File: src/pss_cfg.svh
// Purpose: constants for the preset speed command selector
// Assumes: register port with 4-bit word addresses, 16-bit data
// Notes: offsets are word indices on the plain register port
`ifndef PSS_CFG_SVH
`define PSS_CFG_SVH

`define PSS_ADDR_W 4
`define PSS_DATA_W 16
`define PSS_OFS_SOURCE 4'h0
`define PSS_OFS_PRESET_BASE 4'h1
`define PSS_OFS_PRESET_LAST 4'h8
`define PSS_OFS_STATUS 4'h9
`define PSS_OFS_COMMAND 4'ha
`define PSS_SOURCE_RESET 1'h1
`define PSS_SPEED_MAX 16'sd5000
`define PSS_SPEED_MIN (-16'sd5000)
`define PSS_PRESET_RESET 16'h0000
`define PSS_NUM_PRESETS 8
`define PSS_SEL_W 3

`endif

File: src/pss_pkg.sv
// Purpose: shared types for the preset speed command selector
// Assumes: nothing
// Notes: source encoding follows the source-select register value
package pss_pkg;
    typedef enum logic {
        PSS_SRC_PRESET,
        PSS_SRC_ANALOG
    } pss_source_t;
endpackage

File: src/pss_preset_bank.sv
// Purpose: eight signed preset speeds held in flip-flops
// Assumes: writes already address-decoded, one preset at a time
// Notes: out-of-range writes are clamped to the legal speed range
`timescale 1ns/1ps
`include "pss_cfg.svh"
module pss_preset_bank #(
    parameter int NUM = `PSS_NUM_PRESETS,
    parameter int IW = `PSS_SEL_W
) (
    input wire logic clock,
    input wire logic sys_rst,
    input wire logic wr_en,
    input wire logic [IW-1:0] wr_idx,
    input wire logic [`PSS_DATA_W-1:0] wr_data,
    input wire logic [IW-1:0] rd_idx_a,
    input wire logic [IW-1:0] rd_idx_b,
    output logic [`PSS_DATA_W-1:0] rd_data_a,
    output logic [`PSS_DATA_W-1:0] rd_data_b
);
    logic [`PSS_DATA_W-1:0] preset_q [NUM];
    logic [`PSS_DATA_W-1:0] preset_d [NUM];
    logic signed [`PSS_DATA_W-1:0] clamped;

    // clamp keeps stored presets inside +-5000 rpm
    always_comb begin
        clamped = $signed(wr_data);
        if ($signed(wr_data) > `PSS_SPEED_MAX) begin
            clamped = `PSS_SPEED_MAX;
        end else if ($signed(wr_data) < `PSS_SPEED_MIN) begin
            clamped = `PSS_SPEED_MIN;
        end
    end

    genvar g;
    generate
        for (g = 0; g < NUM; g++) begin : g_preset
            always_comb begin
                preset_d[g] = preset_q[g];
                if (wr_en && wr_idx == IW'(g)) begin
                    preset_d[g] = clamped;
                end
            end
            always_ff @(posedge clock) begin
                if (sys_rst) begin
                    preset_q[g] <= `PSS_PRESET_RESET;
                end else begin
                    preset_q[g] <= preset_d[g];
                end
            end
        end
    endgenerate

    assign rd_data_a = preset_q[rd_idx_a];
    assign rd_data_b = preset_q[rd_idx_b];
endmodule

File: src/pss_selector.sv
// Purpose: preset speed command selector for the velocity loop
// Assumes: select pins asynchronous; analog word on the same clock
// Notes: register port reads answer one cycle after the read strobe
//
// The address-and-strobe port and the placing of the registers were chosen for this implementation.
`timescale 1ns/1ps
`include "pss_cfg.svh"

module pss_selector #(
    parameter bit HAS_ANALOG = 1'b1
) (
    input wire logic clock,
    input wire logic sys_rst,
    input wire logic [`PSS_ADDR_W-1:0] reg_addr,
    input wire logic [`PSS_DATA_W-1:0] reg_wdata,
    input wire logic reg_wr,
    input wire logic reg_rd,
    output logic [`PSS_DATA_W-1:0] reg_rdata,
    input wire logic preset_select_bit0,
    input wire logic preset_select_bit1,
    input wire logic preset_select_bit2,
    input wire logic [`PSS_DATA_W-1:0] analog_speed_channel,
    output logic [`PSS_DATA_W-1:0] speed_command,
    output logic [`PSS_SEL_W-1:0] running_index,
    output logic source_is_analog
);
    // ----------------------------------------
    // select input synchronisers
    // ----------------------------------------
    logic [`PSS_SEL_W-1:0] sel_pins;
    logic [`PSS_SEL_W-1:0] sel_lvl;

    // bit 2 is the most significant select
    assign sel_pins = {preset_select_bit2, preset_select_bit1,
                       preset_select_bit0};

    genvar g;
    generate
        for (g = 0; g < `PSS_SEL_W; g++) begin : g_sync
            // level sampled, no edge detect
            pss_sync3 u_sync (
                .clock(clock),
                .sys_rst(sys_rst),
                .pin(sel_pins[g]),
                .level(sel_lvl[g])
            );
        end
    endgenerate

    // ----------------------------------------
    // register decode
    // ----------------------------------------
    pss_pkg::pss_source_t src_q, src_d;
    // the variant has no analog channel, so it may not come up on one
    localparam pss_pkg::pss_source_t SRC_RESET = HAS_ANALOG
        ? pss_pkg::pss_source_t'(`PSS_SOURCE_RESET)
        : pss_pkg::PSS_SRC_PRESET;
    logic pre_wr;
    logic [`PSS_SEL_W-1:0] pre_idx;
    logic [`PSS_SEL_W-1:0] rd_idx;
    logic [`PSS_DATA_W-1:0] pre_cmd, pre_rd;
    logic [`PSS_DATA_W-1:0] rdata_q, rdata_d;

    assign pre_wr = reg_wr && reg_addr >= `PSS_OFS_PRESET_BASE
                    && reg_addr <= `PSS_OFS_PRESET_LAST;
    assign pre_idx = `PSS_SEL_W'(reg_addr - `PSS_OFS_PRESET_BASE);
    assign rd_idx = pre_idx;

    always_comb begin
        src_d = src_q;
        if (reg_wr && reg_addr == `PSS_OFS_SOURCE) begin
            // analog-less variant ignores requests for analog
            if (reg_wdata[0] && HAS_ANALOG) begin
                src_d = pss_pkg::PSS_SRC_ANALOG;
            end else begin
                src_d = pss_pkg::PSS_SRC_PRESET;
            end
        end
    end

    pss_preset_bank u_bank (
        .clock(clock),
        .sys_rst(sys_rst),
        .wr_en(pre_wr),
        .wr_idx(pre_idx),
        .wr_data(reg_wdata),
        .rd_idx_a(sel_lvl),
        .rd_idx_b(rd_idx),
        .rd_data_a(pre_cmd),
        .rd_data_b(pre_rd)
    );

    // ----------------------------------------
    // command selection
    // ----------------------------------------
    logic [`PSS_DATA_W-1:0] cmd_q, cmd_d;
    logic [`PSS_SEL_W-1:0] idx_q, idx_d;

    always_comb begin
        // code n picks preset n; code 0 picks preset 0
        idx_d = sel_lvl;
        if (src_q == pss_pkg::PSS_SRC_ANALOG) begin
            cmd_d = analog_speed_channel;
        end else begin
            cmd_d = pre_cmd;
        end
    end

    always_comb begin
        rdata_d = '0;
        if (reg_rd) begin
            unique case (reg_addr)
                `PSS_OFS_SOURCE: rdata_d = {15'h0000, src_q};
                `PSS_OFS_STATUS: rdata_d = {13'h0000, idx_q};
                `PSS_OFS_COMMAND: rdata_d = cmd_q;
                default: begin
                    if (reg_addr >= `PSS_OFS_PRESET_BASE
                        && reg_addr <= `PSS_OFS_PRESET_LAST) begin
                        rdata_d = pre_rd;
                    end
                end
            endcase
        end
    end

    always_ff @(posedge clock) begin
        if (sys_rst) begin
            src_q <= SRC_RESET;
            cmd_q <= `PSS_PRESET_RESET;
            idx_q <= '0;
            rdata_q <= '0;
        end else begin
            src_q <= src_d;
            cmd_q <= cmd_d;
            idx_q <= idx_d;
            rdata_q <= rdata_d;
        end
    end

    assign speed_command = cmd_q;
    assign running_index = idx_q;
    assign source_is_analog = (src_q == pss_pkg::PSS_SRC_ANALOG);
    assign reg_rdata = rdata_q;

    // one check per code against the stored word itself, so a fault
    // in the bank's read mux cannot hide behind that same mux
    generate
        for (g = 0; g < `PSS_NUM_PRESETS; g++) begin : g_code_chk

        end
    endgenerate
endmodule

File: src/pss_sync3.sv
// Purpose: three-flop synchroniser with agreement filter for one pin
// Assumes: pin is asynchronous to clock
// Notes: output changes only when stages two and three agree
`timescale 1ns/1ps
module pss_sync3 (
    input wire logic clock,
    input wire logic sys_rst,
    input wire logic pin,
    output logic level
);
    logic s1_q, s2_q, s3_q, level_q;
    logic s1_d, s2_d, s3_d, level_d;

    always_comb begin
        s1_d = pin;
        s2_d = s1_q;
        s3_d = s2_q;
        level_d = (s2_q == s3_q) ? s3_q : level_q;
    end

    always_ff @(posedge clock) begin
        if (sys_rst) begin
            s1_q <= 1'b0;
            s2_q <= 1'b0;
            s3_q <= 1'b0;
            level_q <= 1'b0;
        end else begin
            s1_q <= s1_d;
            s2_q <= s2_d;
            s3_q <= s3_d;
            level_q <= level_d;
        end
    end

    assign level = level_q;
endmodule
File: config.mk
export PLATFORM = sky130hd
export DESIGN_NAME = pss_selector
export DESIGN_NICKNAME = d
export VERILOG_FILES = /design/src/pss_pkg.sv /design/src/pss_preset_bank.sv /design/src/pss_selector.sv /design/src/pss_sync3.sv
export VERILOG_INCLUDE_DIRS = /design/src /design/src/src
export SDC_FILE = /design/constraint.sdc
export NUM_CORES = 1
export LEC_CHECK = 0
export ABC_CLOCK_PERIOD_IN_PS = 6700
export BUFFER_PORTS_ARGS = -buffer_cell sky130_fd_sc_hd__buf_4
export CORE_UTILIZATION = 60
export CTS_BUF_LIST = sky130_fd_sc_hd__clkbuf_4 sky130_fd_sc_hd__clkbuf_8
export CTS_CLUSTER_SIZE = 8
export DETAILED_ROUTE_END_ITERATION = 12
export HOLD_SLACK_MARGIN = 0.15
export PLACE_DENSITY = 0.78
export SYNTH_ARGS = -nofsm -noshare
export SYNTH_HDL_FRONTEND = slang
export SYNTH_SLANG_ARGS = --single-unit
File: constraint.sdc
create_clock -name clock -period 6.7 [get_ports clock]
set_input_delay 0.67 -clock clock [delete_from_list [all_inputs] [get_ports clock]]
set_output_delay 0.67 -clock clock [all_outputs]
set_load 0.01 [all_outputs]
==> results.txt, run 1 <==
first-pass GRT wire length: 30.88 mm
diode count: 0
mux cell area share after synthesis: 20.94%
WHS Path Cells: 2
routed via count: 5674
sequential power share: 56.0%
Leak Pwr: 3.509 nW
Placeable Area: 13450 µm²
number of synthesized flops with an enable pin: 128
CTS tree: done
PostCTS Resize Cnt: 0
Yosys warnings: 0
total wire length: 19.98 mm
worst r2r src: g_sync[0].u_sync.level$_SDFFE_PP0N_
Clock transition at path regs: 0.10 ns
Skew-Pair Late Insertion Delay: 0.46 ns
Post-DP HPWL: 14.00 mm
ys flop type: edfxtp_1
placed cells: 865
# setup viols final: 0
Core Rows: 42
Total Power: 2.265 mW
First-pass DRT Iterations: 5
hold buffers post-CTS: 0
Final Non-Filler Cells: 896
count of cell types in the netlist: 44
vias in the first global route: 5499
total CTS buffers: 17
Finished Cell Area: 9469 µm²
maximum number of pins on one net before global-route repair: 47
Max VDD drop: 0.0001379 V
P_int: 1.693 mW
critical path launch point type: primary input
Synth Area in Simple Gates: 11.76%
CP Capture Type: register
Seq/Total Area, Yosys: 57.10%
nets@finish: 757
initial antenna violation count: 0
Synth Area in Compound Gates: 5.963%
Syn Nets: 693
global route total overflow: 0
largest family of logic cells by synthesized area: multiplexers
Wirelength per Cell: 22.30 µm
Slew HR: 25.02%
Post-Syn Area: 8414 µm²
status: completed
switching share of power: 25.25%
Final Util: 70.39%
H-tree Lvls: 4
Crit Path Class: primary input to register
Comb pwr share: 11.5%
syn_area_per_cell: 13.07 µm²
max-slew violations: 0
clk_skew: 0.01298 ns
most instantiated library cell after synthesis: nor2_1
Hold Crit Start: preset_select_bit1
IO Count: 79
Worst R2R End: speed_command[4]$_SDFF_PP0_
fraction of layout cells with a size suffix above 1: 26.39%
Min-Delay Endpoint: g_sync[1].u_sync.s1_q$_SDFF_PP0_
Arr. time, crit path: 3.41 ns
setup TNS: 0 ns
flop-to-flop setup slack: 4.62 ns
DRC viols: 0
setup bufs post-CTS: 0
Post-Synth Adder-Cell Area: 0.8922%
clk buf depth: 2
slew of the pin with the lowest slew margin: 1.122 ns
MaxCap Viol Count: 0
Synth Area in XOR/XNOR: 0.2082%
GP Congestion: 0.9092
Synth Register Bits: 176
final hold vios: 0
sinks on the clock net: 176
die area: 14500 µm²
Area Growth Syn to Fin: 12.54%
minimum clock period: 3.253 ns
placed instance area: 9077 µm²
crit path max fanout: 35
CTS Root Cell: clkbuf_8
Hold Path Class: primary input to register
top cells by count, synth: 175 x nor2_1, 128 x edfxtp_1, 64 x mux4_2
RSZ-0062 raised after global routing: no
Horiz. Die Dim: 120.4 µm
top-area cell type share of the netlist area: 45.68%
Yosys top cell by area: edfxtp_1
total power per unit cell area: 239.2 nW/µm²
WP data required: 6.86 ns
Total GRT Usage: 29.34%
Die Y: 120.4 µm
clock network fraction of total power: 32.4%
Final period util: 48.55%
Initial Util: 62.55%
ys async rst share: 0%
Iter 0 DRT Violations: 802
Post-Syn Instances: 644
DR vias/cell: 6.333
r2r worst-path depth: 6
number of fill cells: 937
DRT antenna net count: 0
PortBufs: 78
Switching Power: 571.7 µW
Synth area leaders: edfxtp_1 46%, mux4_2 17%, dfxtp_1 11%
Max Freq: 307.5 MHz
==> stage by stage <==
step                worst slack [ns]  hold WS (ns)
floorplan                      3.367        0.4138
global placement               3.111        0.4307
detailed placement             3.008        0.4375
CTS                            3.494        0.4202
global route                   3.283        0.4198
finish                         3.447        0.4363
==> critical path, stage by stage <==
cell	delay (ns)
buf_4	0.49
inv_1	0.19
ha_1	0.35
xor2_2	0.17
buf_4	0.36
nor2_1	0.13
nand2b_1	0.36
o21bai_1	0.56
nor2_1	0.11
==> power groups by stage <==
stage               clock network (mW)  logic (mW)  registers [mW]
floorplan                            0       0.161            1.28
global route                     0.779       0.278            1.27
detailed placement                   0       0.257            1.29
finish                           0.735       0.261            1.27
global placement                     0       0.252            1.29
CTS                              0.738       0.258            1.27
==> kinds of logic after synthesis <==
group / count (synthesis)
xor gates and xnor gates: 2
and+or+nand+nor: 236
buffers and inverters: 51
AOI/OAI and AO/OA: 77
DFF: 176
muxes: 96
adders and majority gates: 6
==> per-layer routing <==
metal  track usage [%]  wire length (µm)
met5                 0                 0
met4             7.562               245
met3             10.28              2705
met2             45.08              9165
met1             40.28              7861
==> worst max path at each step <==
stage          slack, ns                                   end        start  cells past startpoint
2_1_floorplan       3.37   u_bank.preset_q[2][0]$_SDFFCE_PN0P_  reg_addr[0]                      8
3_3_place_gp        3.11  u_bank.preset_q[3][14]$_SDFFCE_PN0P_  reg_addr[0]                      9
3_5_place_dp        3.01   u_bank.preset_q[3][5]$_SDFFCE_PN0P_  reg_addr[0]                      9
4_1_cts             3.49   u_bank.preset_q[3][5]$_SDFFCE_PN0P_  reg_addr[0]                      9
5_1_grt             3.28   u_bank.preset_q[2][4]$_SDFFCE_PN0P_  reg_addr[0]                      8
6_report            3.45   u_bank.preset_q[2][4]$_SDFFCE_PN0P_  reg_addr[0]                      9
==> final cells by class <==
class                           count  area [µm²]  share of cell area, %
Multi-Input combinational cell    417        3353                  35.41
Sequential cell                   176        4806                  50.75
Inverter                            6       22.52                 0.2378
Clock inverter                     13       150.1                  1.586
Tap cell                          176       220.2                  2.326
Timing Repair Buffer               90       675.6                  7.135
Clock buffer                       18       241.5                  2.550
==> registers in the layout, indices dropped and copies added, names as in the netlist <==
signal,flops
u_bank.preset_q,128
reg_rdata,16
speed_command,16
g_sync.u_sync.level,3
g_sync.u_sync.s1_q,3
g_sync.u_sync.s2_q,3
g_sync.u_sync.s3_q,3
running_index,3
source_is_analog,1
==> placed cells by master (no fill, tap or decap), drive strengths merged, types with 4 or more instances in the layout <==
cell,instances
a21oi,20
a22oi,4
buf,90
clkbuf,18
dfxtp,48
edfxtp,128
ha,6
inv,13
mux2i,32
mux4,64
nand2,25
nand2b,4
nor2,175
nor2b,13
nor3,4
o21ai,22
o21bai,13
Power figures use the tool's default switching activity.
==> run 2: changes to the inputs <==
ABC_CLOCK_PERIOD_IN_PS = 3300   (was 6700)
clock period = 3.3 ns   (was 6.7 ns; I/O delays follow)
==> results.txt, run 2 (synthesis gave the netlist of run 1 again) <==
Post-DP HPWL: 14.49 mm
max reg flops: 128
MaxCap Viol Count: 0
Initial Util: 62.55%
slew of the pin with the lowest slew margin: 1.308 ns
Comb pwr share: 12.3%
Wirelength per Cell: 22.95 µm
First-pass DRT Iterations: 5
clock network fraction of total power: 31.6%
Top reg by flops: u_bank.preset_q
Skew-Pair Late Insertion Delay: 0.47 ns
P_int: 3.408 mW
nets@finish: 786
slowest cell delay on critical path: 0.54 ns
global route total overflow: 0
Slew HR: 12.61%
Max VDD drop: 0.0002434 V
H-tree Lvls: 4
Horiz. Die Dim: 120.4 µm
IO Count: 79
RSZ-0062 raised after global routing: no
crit path max fanout: 11
commonest non-fill, non-tap cell in the layout: nor2_1
CP Capture Type: register
Switching Power: 1.180 mW
switching share of power: 25.72%
Core Rows: 42
Hold Slack: 0.2293 ns
max-slew violations: 0
total CTS buffers: 17
initial antenna violation count: 0
setup TNS: 0 ns
Final period util: 74.54%
critical path's slowest cell: o21bai_1
PortBufs: 78
DR vias/cell: 6.362
Arr. time, crit path: 2.64 ns
setup bufs post-CTS: 0
critical path, cell by cell: buf_4 -> inv_1 -> ha_1 -> or4b_4 -> o2111ai_1 -> nand2b_1 -> o21bai_1 -> nor2_1
total power per unit cell area: 471.2 nW/µm²
sequential power share: 56.1%
Total GRT Usage: 31.21%
first-pass GRT wire length: 32.69 mm
Iter 0 DRT Violations: 771
CTS Root Cell: clkbuf_8
vias in the first global route: 5804
Area Growth Syn to Fin: 15.73%
clk_skew: 0.009383 ns
maximum number of pins on one net before global-route repair: 47
Final Non-Filler Cells: 926
diode count: 0
Crit Path Class: primary input to register
Max Freq: 406.5 MHz
critical path launch point type: primary input
DRT antenna net count: 0
Placeable Area: 13450 µm²
Clock transition at path regs: 0.09 ns
status: completed
minimum clock period: 2.460 ns
total wire length: 21.25 mm
clk buf depth: 2
Hold Path Class: primary input to register
sinks on the clock net: 176
final hold vios: 0
die area: 14500 µm²
Final Util: 72.39%
final worst slack: 0.8400 ns
most frequent cells in the layout: 175 x nor2_1, 128 x edfxtp_1, 99 x buf_4
# setup viols final: 0
Leak Pwr: 3.645 nW
placed cells: 875
WP data required: 3.48 ns
fraction of layout cells with a size suffix above 1: 26.93%
Setup WS pre-CTS: 0.4430 ns
DRC viols: 0
CTS tree: done
Die Y: 120.4 µm
routed via count: 5891
GP Congestion: 0.8904
number of fill cells: 883
==> run 2: cell types whose count changed in the layout (fill, tap and decap cells not counted), sizes merged <==
cell         previous run  this run
clkbuf                 18        17
inv                    13        11
clkinv                  3         8
buf                    90       100
clkinvlp                1         0
dlygate4sd3             0        19
==> run 2: worst max-delay path: cells and delay by family <==
kind,cells,cell delay [ns]
AOI/OAI and AO/OA,2,0.75
and+or+nand+nor,3,0.97
adders and majority gates,1,0.34
buffers and inverters,2,0.23
==> run 2: area by class of cell <==
type	instances	area [µm²]	area share [%]
flip-flops and latches	176	4806	49.35
well taps	176	220.2	2.261
clock inverters	15	148.9	1.529
multi-input cells	417	3353	34.43
clock buffers	17	234.0	2.403
inverters	6	22.52	0.2313
repair buffers	119	953.4	9.791
==> run 2: worst paths after layout <==
kind | to | depth (start not counted) | from | slack [ns]
hold / removal | reg_rdata[2]$_SDFF_PP0_ | 3 | reg_addr[3] | 0.23
hold reg to reg | g_sync[0].u_sync.s2_q$_SDFF_PP0_ | 1 | g_sync[0].u_sync.s1_q$_SDFF_PP0_ | 0.45
setup / recovery | u_bank.preset_q[3][11]$_SDFFCE_PN0P_ | 8 | reg_addr[1] | 0.84
setup reg to reg | speed_command[8]$_SDFF_PP0_ | 6 | g_sync[0].u_sync.level$_SDFFE_PP0N_ | 1.04
==> run 2: routing by layer <==
layer / vias to the layer above / track usage, % / wire, µm
li1: 2573 / - / -
met1: 2920 / 42.79 / 8313
met2: 366 / 49.21 / 10170
met3: 32 / 7.972 / 2417
met4: 0 / 10.26 / 346
met5: - / 0 / 0
==> run 2: metrics by stage <==
step                      instance area [µm²]  total power, mW
after floorplan                          8414            2.922
after global placement                   9165            3.129
after detailed placement                 9165            3.158
after CTS                                9738            4.586
after global routing                     9738            4.715
final                                    9738            4.588
==> run 2: power by group through the flow <==
stage | combinational, mW | clock (mW) | sequential (mW)
2_1_floorplan | 0.327 | 0 | 2.59
3_5_place_dp | 0.538 | 0 | 2.62
4_1_cts | 0.559 | 1.46 | 2.57
3_3_place_gp | 0.521 | 0 | 2.61
6_report | 0.566 | 1.45 | 2.57
5_1_grt | 0.601 | 1.53 | 2.59
==> run 2: timing repair <==
item,CTS,global route
hold buffers,19,0
resized for setup,0,0
hold endpoints to repair,19,0
